==> src/logic/fcl_cfg.svh <==
// constants for the fir coefficient loader
`ifndef FCL_CFG_SVH
`define FCL_CFG_SVH
`define FCL_CTRL1_ADDR     16'h0001
`define FCL_CTRL1_RESET    16'h001A
`define FCL_BIT_LOAD_REQ   15
`define FCL_BIT_RD_OVR     14
`define FCL_BIT_RD_STAT    11
`define FCL_BIT_SYNC       9
`define FCL_TAP_HI         8
`define FCL_TAP_LO         5
`define FCL_SELF_CLR_MASK  16'h01FF
`define FCL_BIT_MATCH      7
`define FCL_BIT_USER       5
`define FCL_MAX_COEF       48
`define FCL_COEF_STEP      6
`define FCL_FILL_NUM       1
`define FCL_FILL_DEN       2
`endif

==> src/logic/fcl_pkg.sv <==
// types for the fir coefficient loader
package fcl_pkg;
  typedef enum logic [2:0] {
    FCL_ADDR,
    FCL_DATA,
    FCL_COEF_HI,
    FCL_COEF_LO,
    FCL_CHECK,
    FCL_FILL
  } fcl_state_t;
endpackage : fcl_pkg

==> src/logic/fcl_coef_ram.sv <==
// coefficient storage, 48 words of 27 bits, registered read
`timescale 1ns/1ps
module fcl_coef_ram (
  input  wire logic        clock,
  input  wire logic        we,
  input  wire logic [5:0]  waddr,
  input  wire logic [26:0] wdata,
  input  wire logic [5:0]  raddr,
  output logic      [26:0] rdata
);
  logic [26:0] mem [0:47];

  // plain ram, no reset; contents are meaningless until loaded or filled
  always_ff @(posedge clock) begin
    if (we) begin
      mem[waddr] <= wdata;
    end
    rdata <= mem[raddr];
  end
endmodule : fcl_coef_ram

==> src/logic/fcl_loader.sv <==
// fir coefficient loader: register port, download sequencer, checksum, storage
// Operation
// host loads only even length symmetric fir filters
// coefficient is sign bit plus 26 bit magnitude, sign zero positive
// host chooses 12 to 96 taps in steps of twelve
// only half the taps arrive; the filter mirrors the stored half
// coefficients arrive centre first, moving outward
// host scales the half sum to 67108863
// each coefficient is two words: sign and mag 25:16, then mag 15:0
// checksum is 16 bit sum of all bytes of padded words
// device computes checksum, compares, sets match flag in status bit 7
// host arms load by writing control 1 with request and tap code
// host sends upper word, lower word per coefficient, then checksum
// host checks match flag via status read
// loaded coefficients lost on reset; default filter applies again
// tap code 0 default, odd codes give 6 to 48 coefficients
// unused slots zero filled, half a clock each, after the checksum; the sequencer takes a full clock per slot
// each register write is address word then data word
// control 1 sits at address 1, resets to 0x001A
// status select write returns status on the next read
// while armed every write is coefficient data
// bits 15 to 9 of control 1 clear themselves
// status select makes the next read return status
// host sets at most one readback select per write
// checksum keeps low 16 bits, carry dropped
// an incomplete load never sets the match flag
`timescale 1ns/1ps
`include "fcl_cfg.svh"
module fcl_loader (
  input  wire logic        clock,
  input  wire logic        rst_n,
  input  wire logic        wr_valid,
  output logic             wr_ready,
  input  wire logic [15:0] wr_data,
  input  wire logic        rd_strobe,
  output logic [15:0]      rd_data,
  output logic             rd_valid,
  input  wire logic [15:0] conv_data,
  input  wire logic [5:0]  coef_raddr,
  output logic [26:0]      coef_rdata,
  output logic             user_filter,
  output logic [15:0]      ctrl_out,
  output logic             busy
);
  // two entry input buffer
  logic [15:0] buf_reg [0:1];
  logic [15:0] buf_next [0:1];
  logic [1:0]  cnt_reg, cnt_next;
  logic        buf_pop;
  fcl_pkg::fcl_state_t st_reg, st_next;
  logic [15:0] ctrl_reg, ctrl_next;
  logic [15:0] sum_reg, sum_next;
  logic [5:0]  idx_reg, idx_next, ncoef_reg, ncoef_next;
  logic [10:0] hi_reg, hi_next;
  logic        match_reg, match_next, user_reg, user_next, stat_sel_reg, stat_sel_next;
  logic        hit_reg, hit_next; // last address word named control 1
  logic [15:0] rd_data_reg, rd_data_next;
  logic        rd_valid_reg, rd_valid_next;
  logic        we;
  logic [5:0]  waddr;
  logic [26:0] wdata;
  logic [15:0] head;
  logic [15:0] status;

  assign head = buf_reg[0];
  // buffer stalls the host while the sequencer zero fills
  assign buf_pop = (cnt_reg != 2'd0) && (st_reg != fcl_pkg::FCL_FILL);

  // buffer next state
  always_comb begin
    buf_next[0] = buf_reg[0];
    buf_next[1] = buf_reg[1];
    cnt_next    = cnt_reg;
    if (buf_pop) begin
      buf_next[0] = buf_reg[1];
      cnt_next    = cnt_next - 2'd1;
    end
    if (wr_valid && wr_ready) begin
      buf_next[cnt_next[0]] = wr_data;
      cnt_next              = cnt_next + 2'd1;
    end
  end

  // buffer registers
  always_ff @(posedge clock) begin
    if (!rst_n) begin
      buf_reg[0] <= 16'h0000;
      buf_reg[1] <= 16'h0000;
      cnt_reg    <= 2'd0;
      wr_ready   <= 1'b0;
    end else begin
      buf_reg[0] <= buf_next[0];
      buf_reg[1] <= buf_next[1];
      cnt_reg    <= cnt_next;
      // ready is registered, so it looks one entry ahead to stay safe
      wr_ready   <= (cnt_next == 2'd0);
    end
  end

  // status word; part and die fields unmodelled, read zero
  always_comb begin
    status = 16'h0000;
    status[`FCL_BIT_MATCH] = match_reg;
    status[`FCL_BIT_USER]  = user_reg;
    status[4:0]            = ctrl_reg[4:0];
  end

  // sequencer next state
  always_comb begin
    st_next       = st_reg;
    ctrl_next     = ctrl_reg & `FCL_SELF_CLR_MASK;
    sum_next      = sum_reg;
    idx_next      = idx_reg;
    ncoef_next    = ncoef_reg;
    hi_next       = hi_reg;
    match_next    = match_reg;
    user_next     = user_reg;
    stat_sel_next = stat_sel_reg;
    hit_next      = hit_reg;
    rd_data_next  = rd_data_reg;
    rd_valid_next = 1'b0;
    we            = 1'b0;
    waddr         = idx_reg;
    wdata         = 27'h0000000;
    if (rd_strobe) begin
      rd_data_next  = stat_sel_reg ? status : conv_data;
      rd_valid_next = 1'b1;
      stat_sel_next = 1'b0;
    end
    case (st_reg)
      fcl_pkg::FCL_ADDR: begin
        // every address word owns the next word, mapped or not, so pairs never slip R16
        if (buf_pop) begin
          hit_next = (head == `FCL_CTRL1_ADDR);
          st_next  = fcl_pkg::FCL_DATA;
        end
      end
      fcl_pkg::FCL_DATA: begin
        if (buf_pop) begin
          st_next = fcl_pkg::FCL_ADDR;
        end
        // data for registers outside this block is dropped here
        if (buf_pop && hit_reg) begin
          ctrl_next = head & `FCL_SELF_CLR_MASK;
          if (head[`FCL_BIT_RD_STAT]) begin
            stat_sel_next = 1'b1;
          end
          if (head[`FCL_BIT_LOAD_REQ]) begin
            if (head[`FCL_TAP_HI:`FCL_TAP_LO] == 4'h0) begin
              user_next = 1'b0;
            end else begin
              // even codes round down to the odd code below; count = (code+1)/2 * 6 R14
              ncoef_next = 6'((head[`FCL_TAP_HI:`FCL_TAP_LO] + 5'd1) >> 1) * 6'(`FCL_COEF_STEP);
              idx_next   = 6'd0;
              sum_next   = 16'h0000;
              match_next = 1'b0;
              user_next  = 1'b0;
              st_next    = fcl_pkg::FCL_COEF_HI;
            end
          end
        end
      end
      fcl_pkg::FCL_COEF_HI: begin
        if (buf_pop) begin
          hi_next  = head[10:0]; // sign sits in bit 10
          sum_next = 16'(sum_reg + {8'h00, head[15:8]} + {8'h00, head[7:0]});
          st_next  = fcl_pkg::FCL_COEF_LO;
        end
      end
      fcl_pkg::FCL_COEF_LO: begin
        if (buf_pop) begin
          we       = 1'b1;
          waddr    = idx_reg; // slot 0 is next to the centre
          wdata    = {hi_reg, head};
          sum_next = 16'(sum_reg + {8'h00, head[15:8]} + {8'h00, head[7:0]});
          idx_next = 6'(idx_reg + 6'd1);
          st_next  = (6'(idx_reg + 6'd1) == ncoef_reg) ? fcl_pkg::FCL_CHECK : fcl_pkg::FCL_COEF_HI;
        end
      end
      fcl_pkg::FCL_CHECK: begin
        if (buf_pop) begin
          match_next = (head == sum_reg);
          user_next  = 1'b1;
          st_next    = (idx_reg == 6'(`FCL_MAX_COEF)) ? fcl_pkg::FCL_ADDR : fcl_pkg::FCL_FILL;
        end
      end
      fcl_pkg::FCL_FILL: begin
        // one slot per cycle, a full clock per slot against the half clock per slot budget R15
        we       = 1'b1;
        waddr    = idx_reg;
        wdata    = 27'h0000000;
        idx_next = 6'(idx_reg + 6'd1);
        if (idx_reg == 6'(`FCL_MAX_COEF - 1)) begin
          st_next = fcl_pkg::FCL_ADDR;
        end
      end
      default: st_next = fcl_pkg::FCL_ADDR;
    endcase
  end

  // sequencer registers; reset drops the user filter R13
  always_ff @(posedge clock) begin
    if (!rst_n) begin
      st_reg       <= fcl_pkg::FCL_ADDR;
      ctrl_reg     <= `FCL_CTRL1_RESET;
      sum_reg      <= 16'h0000;
      idx_reg      <= 6'd0;
      ncoef_reg    <= 6'd0;
      hi_reg       <= 11'h000;
      match_reg    <= 1'b0;
      user_reg     <= 1'b0;
      stat_sel_reg <= 1'b0;
      hit_reg      <= 1'b0;
      rd_data_reg  <= 16'h0000;
      rd_valid_reg <= 1'b0;
    end else begin
      st_reg       <= st_next;
      ctrl_reg     <= ctrl_next;
      sum_reg      <= sum_next;
      idx_reg      <= idx_next;
      ncoef_reg    <= ncoef_next;
      hi_reg       <= hi_next;
      match_reg    <= match_next;
      user_reg     <= user_next;
      stat_sel_reg <= stat_sel_next;
      hit_reg      <= hit_next;
      rd_data_reg  <= rd_data_next;
      rd_valid_reg <= rd_valid_next;
    end
  end

  // outputs straight from flops
  always_ff @(posedge clock) begin
    if (!rst_n) begin
      user_filter <= 1'b0;
      ctrl_out    <= `FCL_CTRL1_RESET;
      busy        <= 1'b0;
    end else begin
      user_filter <= user_next; // datapath mirrors the stored half
      ctrl_out    <= ctrl_next;
      busy        <= (st_next != fcl_pkg::FCL_ADDR) && (st_next != fcl_pkg::FCL_DATA);
    end
  end

  assign rd_data  = rd_data_reg;
  assign rd_valid = rd_valid_reg;

  fcl_coef_ram u_ram (
    .clock (clock),
    .we    (we),
    .waddr (waddr),
    .wdata (wdata),
    .raddr (coef_raddr),
    .rdata (coef_rdata)
  );
endmodule : fcl_loader

==> config.mk <==
export PLATFORM = sky130hd
export DESIGN_NAME = fcl_loader
export DESIGN_NICKNAME = d
export VERILOG_FILES = /design/src/logic/fcl_pkg.sv /design/src/logic/fcl_coef_ram.sv /design/src/logic/fcl_loader.sv
export VERILOG_INCLUDE_DIRS = /design/src /design/src/logic
export SDC_FILE = /design/constraint.sdc
export NUM_CORES = 1
export LEC_CHECK = 0
export BUFFER_PORTS_ARGS = -buffer_cell sky130_fd_sc_hd__buf_4
export CAP_MARGIN = 20
export CORE_ASPECT_RATIO = 1.5
export CORE_MARGIN = 4
export CORE_UTILIZATION = 50
export CTS_CLUSTER_DIAMETER = 100
export DETAILED_ROUTE_END_ITERATION = 12
export GPL_ROUTABILITY_DRIVEN = 0
export GPL_TIMING_DRIVEN = 1
export PLACE_DENSITY_LB_ADDON = 0.1
export SYNTH_ARGS = -nofsm -noshare
export SYNTH_HDL_FRONTEND = slang
export SYNTH_SLANG_ARGS = --single-unit
==> constraint.sdc <==
create_clock -name clock -period 6.75 [get_ports clock]
set_clock_uncertainty 0.2 [all_clocks]
set_input_delay 1.35 -clock clock [delete_from_list [all_inputs] [get_ports clock]]
set_output_delay 1.35 -clock clock [all_outputs]
set_load 0.005 [all_outputs]
==> qor.txt, run 1 <==
Number of buffers created by CTS: 133
Slew @ Worst Pin: 1.09 ns
Mapped Cells: 3149
Clk sinks: 1430
Crit path DAT: 4.48 ns
Crit Path Class: flip-flop to flip-flop
DP Wirelength: 84000 um
Worst-Skew Late Latency: 0.75 ns
Synthesis-stage register bit count: 1430
Antenna violations before repair: 4
Register area share after synthesis: 0.738
Worst IR Drop VDD: 0.000197 V
Total global routing overflow: 0
Iteration count of the initial detailed-routing pass: 5
Post-synth EDFFs: 1296
Register clock-pin slew on the reported worst setup and hold paths: 0.06 ns
Post-CTS Setup Bufs: 0
Flop2flop setup slack: 2.49 ns
Post-cts sizing count: 0
Worst-path cell chain: inv_1 -> ha_1 -> nor3b_2 -> o21ai_1 -> nor2_1 -> nand3_1 -> nor2_4 -> buf_4
Yosys warns: 0
Ratio of final minimum period to clock period: 0.631
Port Buffers: 97
Residual DRC: 0
DRT iter0 DRCs: 2733
Via total after detailed routing: 29700
Via density: 6.12
Endpoints failing hold: 0
Synthesis-to-finish area growth: 12.9%
Clk pwr share: 0.410
Max Cap Violations: 0
Fraction of registers with async set/reset: 0
Max incr delay on CP: 0.93 ns
Core ar.: 112000 um2
Switching Share: 0.215
FP Rows: 150
Hold crit path type: flip-flop to flip-flop
Tot GR Track Use: 0.249
Final slew viol count: 0
Ports: 105
Initial core utilization: 0.505
CP top delay family: simple AND/OR/NAND/NOR gates
Max reg flops: 1296
Startpoint class of the critical path: flip-flop
Slew margin rel.: 0.276
Largest net degree at the start of global routing: 109
Main flop type after synthesis: edfxtp_1
# hold bufs at CTS: 0
Status: finished clean
Top post-synthesis cells by count: 1296 x edfxtp_1, 458 x mux2i_1, 135 x mux4_2, 134 x dfxtp_1, 126 x nor2_1
Syn_area_per_cell: 17.9 um2
Root Buffer: clkbuf_16
P_sw: 3910 uW
Slowest-stage cell, CP: nor2_4
CP required: 6.96 ns
WP buf/inv: 2
Crit path capture type: flip-flop
Clock Path Buffers: 3
Area leader, netlist: edfxtp_1
Largest registers: u_ram.mem x1296, u_ram.rdata x27
Minimum clock period after layout: 4.26 ns
Share of layout cells above drive strength 1: 0.183
Vias in the first global route: 30600
Int Power: 14200 uW
CP max FO: 28
Comb power frac: 0.056
Fmax: 235 MHz
Avg WL per Cell: 30.1 um
CTS tree: built
Antenna-violating nets left: 0
Die X: 282 um
Lkg Pwr: 0.0209 uW
Die Height: 419 um
Final setup viols: 0
Area of the multi-input gates: 14100 um2
Synth top area cells: edfxtp_1 69%, mux2i_1 8.1%, mux4_2 5.4%, dfxtp_1 4.8%, a22oi_1 1.5%
Hold slack: 0.250 ns
# H-tree levels: 4
Count leader, synth: edfxtp_1
Total Wirelength: 146000 um
Cell area after synthesis: 56300 um2
Setup TNS: 0 ns
Layout filler cell count: 8376
RSZ-0062 raised after global routing: no
Layout net count: 3377
Largest reg by FF count: u_ram.mem
Die ar.: 118000 um2
Power density over the cells: 285 nW/um2
Distinct cells, synth: 64
Final Util: 0.569
Reg power frac: 0.534
Top cell type's share of synthesized area: 0.691
Global-route wire length before repair: 212000 um
Sequential cell area: 41600 um2
## worst reg2reg max path, cell delays in order (launching register included)
cell	delay (ns)
dfxtp_1	0.37
inv_1	0.07
ha_1	0.53
nor3b_2	0.36
o21ai_1	0.23
nor2_1	0.25
nand3_1	0.54
nor2_4	0.94
buf_4	0.43
## layer usage
metal	wire, um	vias up	track usage	part of all wire
met2	77200	884	0.442	0.53
met1	57600	15600	0.316	0.39
met4	4320	4	0.0767	0.030
met3	6870	232	0.0356	0.047
li1	-	13000	-	-
met5	23	-	0	0.00016
## per-stage QoR
| step | instances | total power (uW) | instance area [um2] | setup slack [ns] |
|---|---|---|---|---|
| 2_1_floorplan | 3155 | 10500 | 56400 | 3.02 |
| 3_3_place_gp | 4606 | 10900 | 59200 | 2.22 |
| 3_5_place_dp | 4608 | 10900 | 59300 | 2.18 |
| 4_1_cts | 4851 | 18300 | 63600 | 2.50 |
| 5_1_grt | 4852 | 18700 | 63600 | 2.25 |
| 6_report | 4853 | 18200 | 63600 | 2.49 |
## area by class of cell
| cell class | count | area share |
|---|---|---|
| antenna | 1 | 0.0000394 |
| clock inverter | 68 | 0.00868 |
| tap | 1444 | 0.0284 |
| sequential | 1430 | 0.654 |
| inverter | 19 | 0.00112 |
| timing repair buffer | 214 | 0.0273 |
| clock buffer | 175 | 0.0593 |
| multi-input combinational | 1502 | 0.221 |
## cell families (layout without fill, tap and decap cells)
group                    after synthesis  in the layout  share of synthesized area
other                                  1              8                  0.0000666
AND/OR/NAND/NOR                      369            369                     0.0304
flip-flops                          1430           1430                      0.738
multiplexers                         594            594                      0.136
XOR/XNOR                              23             23                    0.00358
buffers and inverters                223            476                     0.0199
AO/OA/AOI/OAI                        474            474                     0.0632
adder cells (fa/ha/maj)               35             35                    0.00910
## power groups by stage
stage                     Clock [uW]  Combinational, uW  Sequential [uW]
final                           7450               1010             9700
after global routing            7960               1090             9690
after global placement             0                976             9890
after CTS                       7570               1010             9700
after detailed placement           0               1000             9890
after floorplan                    0                691             9820
## cell usage in the layout (no fill, tap or decap), types with 6 or more instances in the layout
master | netlist | routed
clkinv_2 | 0 | 21
o22ai_1 | 29 | 29
buf_12 | 0 | 9
bufinv_16 | 0 | 9
nor2_4 | 0 | 49
a221oi_1 | 55 | 55
a22oi_1 | 110 | 110
nand3_1 | 26 | 26
ha_1 | 25 | 25
xor2_1 | 7 | 7
a21oi_1 | 111 | 111
fa_1 | 10 | 10
conb_1 | 1 | 7
o41ai_2 | 22 | 22
xnor2_1 | 16 | 16
clkinv_1 | 0 | 31
a211oi_1 | 10 | 10
o41ai_1 | 7 | 7
inv_1 | 17 | 17
nor2_1 | 126 | 77
clkbuf_16 | 0 | 144
clkbuf_1 | 101 | 26
nor4_1 | 7 | 7
buf_4 | 31 | 203
a311oi_1 | 15 | 15
a22o_1 | 55 | 55
nand2_1 | 111 | 111
or4_1 | 6 | 6
o21ai_0 | 27 | 27
mux2i_1 | 458 | 458
o31ai_1 | 7 | 7
mux4_2 | 135 | 135
nor2b_1 | 14 | 12
edfxtp_1 | 1296 | 1296
dfxtp_1 | 134 | 134
and3_1 | 30 | 29
## path summary, 6_finish.rpt
kind         startpoint           endpoint  depth (start not counted)
max          cnt_reg[0]  u_ram.mem[20][22]                          8
min           hi_reg[9]          hi_reg[9]                          2
max reg2reg  cnt_reg[0]  u_ram.mem[20][22]                          8
min reg2reg   hi_reg[9]          hi_reg[9]                          2
(Power assumes the default switching activity.)
==> run 2, diff against run 1 <==
Settings changed: ABC_AREA set to 1.
Clock period 6.75 ns to 3.6 ns, I/O delays scaled along.
==> qor.txt, run 2 <==
Clk pwr share: 0.418
Antenna cell count: 0
Most frequent cells in the layout: 1296 x edfxtp_1, 764 x nand2_1, 651 x nor2_1, 615 x o21ai_0, 236 x o22ai_1
Total global routing overflow: 0
Post-synth EDFFs: 1296
Number of buffers created by CTS: 135
Commonest non-fill, non-tap cell in the layout: edfxtp_1
Crit Path Class: flip-flop to flip-flop
Max Cap Violations: 0
Yosys warns: 0
Worst-Skew Late Latency: 0.77 ns
Top post-synthesis cells by count: 1296 x edfxtp_1, 764 x nand2_1, 705 x nor2_1, 615 x o21ai_0, 236 x o22ai_1
Slew margin rel.: 0.362
Total Wirelength: 170000 um
Fmax: 308 MHz
Max reg flops: 1296
Antenna-violating nets left: 0
Area leader, netlist: edfxtp_1
R2R depth: 11
Lkg Pwr: 0.0241 uW
Via total after detailed routing: 39000
Critical Path Start: st_reg[1]
Distinct cells, synth: 38
Status: finished clean
Crit path capture type: flip-flop
CP required: 3.79 ns
Tot GR Track Use: 0.279
Clk sinks: 1430
Iteration count of the initial detailed-routing pass: 6
P_sw: 8160 uW
Synthesis-stage register bit count: 1430
Share of layout cells above drive strength 1: 0.109
Post-cts sizing count: 0
Worst IR Drop VDD: 0.000441 V
Root Buffer: clkbuf_16
Layout filler cell count: 9598
Int Power: 27400 uW
Global-route wire length before repair: 250000 um
Setup TNS: 0 ns
FP Rows: 152
Slew @ Worst Pin: 0.954 ns
Synth top area cells: edfxtp_1 68%, o21ai_0 5.3%, nand2_1 5.0%, dfxtp_1 4.7%, nor2_1 4.6%
Mapped Cells: 4884
Final slew viol count: 0
Synthesis-to-finish area growth: 14.5%
Switching Share: 0.229
Register clock-pin slew on the reported worst setup and hold paths: 0.06 ns
Endpoints failing hold: 0
Syn_area_per_cell: 11.8 um2
Largest registers: u_ram.mem x1296, u_ram.rdata x27
Reg power frac: 0.509
Minimum clock period after layout: 3.25 ns
Count leader, synth: edfxtp_1
Antenna violations before repair: 4
CP max FO: 27
Final setup margin: 0.353 ns
Main flop type after synthesis: edfxtp_1
Die X: 285 um
CTS tree: built
Initial core utilization: 0.503
Placed insts: 6378
Startpoint class of the critical path: flip-flop
Crit path DAT: 3.43 ns
Core ar.: 114000 um2
Clock Path Buffers: 3
Register area share after synthesis: 0.722
Vias in the first global route: 38300
Residual DRC: 0
Fraction of registers with async set/reset: 0
Ratio of final minimum period to clock period: 0.902
RSZ-0062 raised after global routing: no
Avg WL per Cell: 25.6 um
Top cell type's share of synthesized area: 0.675
Flop2flop setup slack: 0.35 ns
Final setup viols: 0
Setup slack at placement: 0.148 ns
Via density: 5.86
Layout net count: 5077
Die Height: 424 um
Post-Layout Cell Count: 6648
Hold crit path type: primary input to flip-flop
DP Wirelength: 96500 um
Largest reg by FF count: u_ram.mem
Crit path to: u_ram.mem[6][19]
Die ar.: 121000 um2
Port Buffers: 97
R2R Path Start: st_reg[1]
R2r endpoint: u_ram.mem[6][19]
Ports: 105
Comb power frac: 0.073
DRT iter0 DRCs: 3691
# H-tree levels: 4
Cell area after synthesis: 57600 um2
Power density over the cells: 540 nW/um2
Largest net degree at the start of global routing: 108
run 2: worst min-delay path by stage:
| stage | startpoint | to | slack (ns) | cells past startpoint |
|---|---|---|---|---|
| final | conv_data[11] | rd_data[11] | 0.05 | 3 |
| after floorplan | ncoef_reg[1] | ncoef_reg[1] | 0.24 | 2 |
| after CTS | conv_data[11] | rd_data[11] | 0.002 | 3 |
| after global routing | wr_data[8] | buf_reg[0][8] | 0.03 | 3 |
| after global placement | rd_data[8] | rd_data[8] | 0.25 | 2 |
| after detailed placement | rd_data[8] | rd_data[8] | 0.26 | 2 |
run 2: worst max-delay path, stage by stage, from the launching register on:
cell and delay [ns]:
dfxtp_1 0.39, inv_2 0.09, nor2_2 0.18, nand2_1 0.11
nor2_2 0.16, inv_2 0.08, nand2_1 0.39, nand2_1 0.41
inv_1 0.19, nand2_1 0.12, inv_1 0.10, buf_4 0.43
run 2: power by group through the flow:
stage	clock, uW	sequential [uW]	combinational [uW]
final	14900	18100	2610
after global routing	15800	18100	2880
after CTS	15100	18100	2620
after detailed placement	0	18500	2580
after global placement	0	18500	2570
after floorplan	0	18400	1620
run 2: layout make-up:
cell class / instances / area [um2] / share of cell area
clock buffers: 163 / 3660 / 0.0555
clock inverters: 82 / 941 / 0.0143
inverters: 172 / 676 / 0.0102
multi-input cells: 2966 / 14300 / 0.217
flip-flops and latches: 1430 / 41600 / 0.631
well taps: 1540 / 1930 / 0.0292
repair buffers: 295 / 2820 / 0.0428
run 2: stage by stage:
stage / hold WS (ns) / power (uW) / area (um2) / util
2_1_floorplan: 0.237 / 20000 / 57600 / -
3_3_place_gp: 0.252 / 21000 / 61100 / 0.534
3_5_place_dp: 0.257 / 21100 / 61100 / 0.534
4_1_cts: 0.00213 / 35800 / 66000 / 0.576
5_1_grt: 0.0305 / 36800 / 66000 / 0.576
6_report: 0.0501 / 35600 / 66000 / 0.576
run 2: timing repair:
item,in CTS,in global routing
setup buffers,0,0
endpoints found under the hold margin,30,0
hold buffers,25,0
run 2: metal layers:
layer  up-vias  global-route usage  wire length [um]
li1      17600                   -                 -
met1     19500               0.348             66100
met2      1501               0.481             85300
met3       339              0.0471             11000
met4         4               0.124              8040
met5         -                   0                24
run 2: logic make-up after synthesis:
family | share of synthesized area
compound gates | 0.110
flops | 0.722
simple gates | 0.120
buf+inv | 0.0364
fa+ha+maj | 0.00890
xor+xnor | 0.00287
other cells | 0.0000651
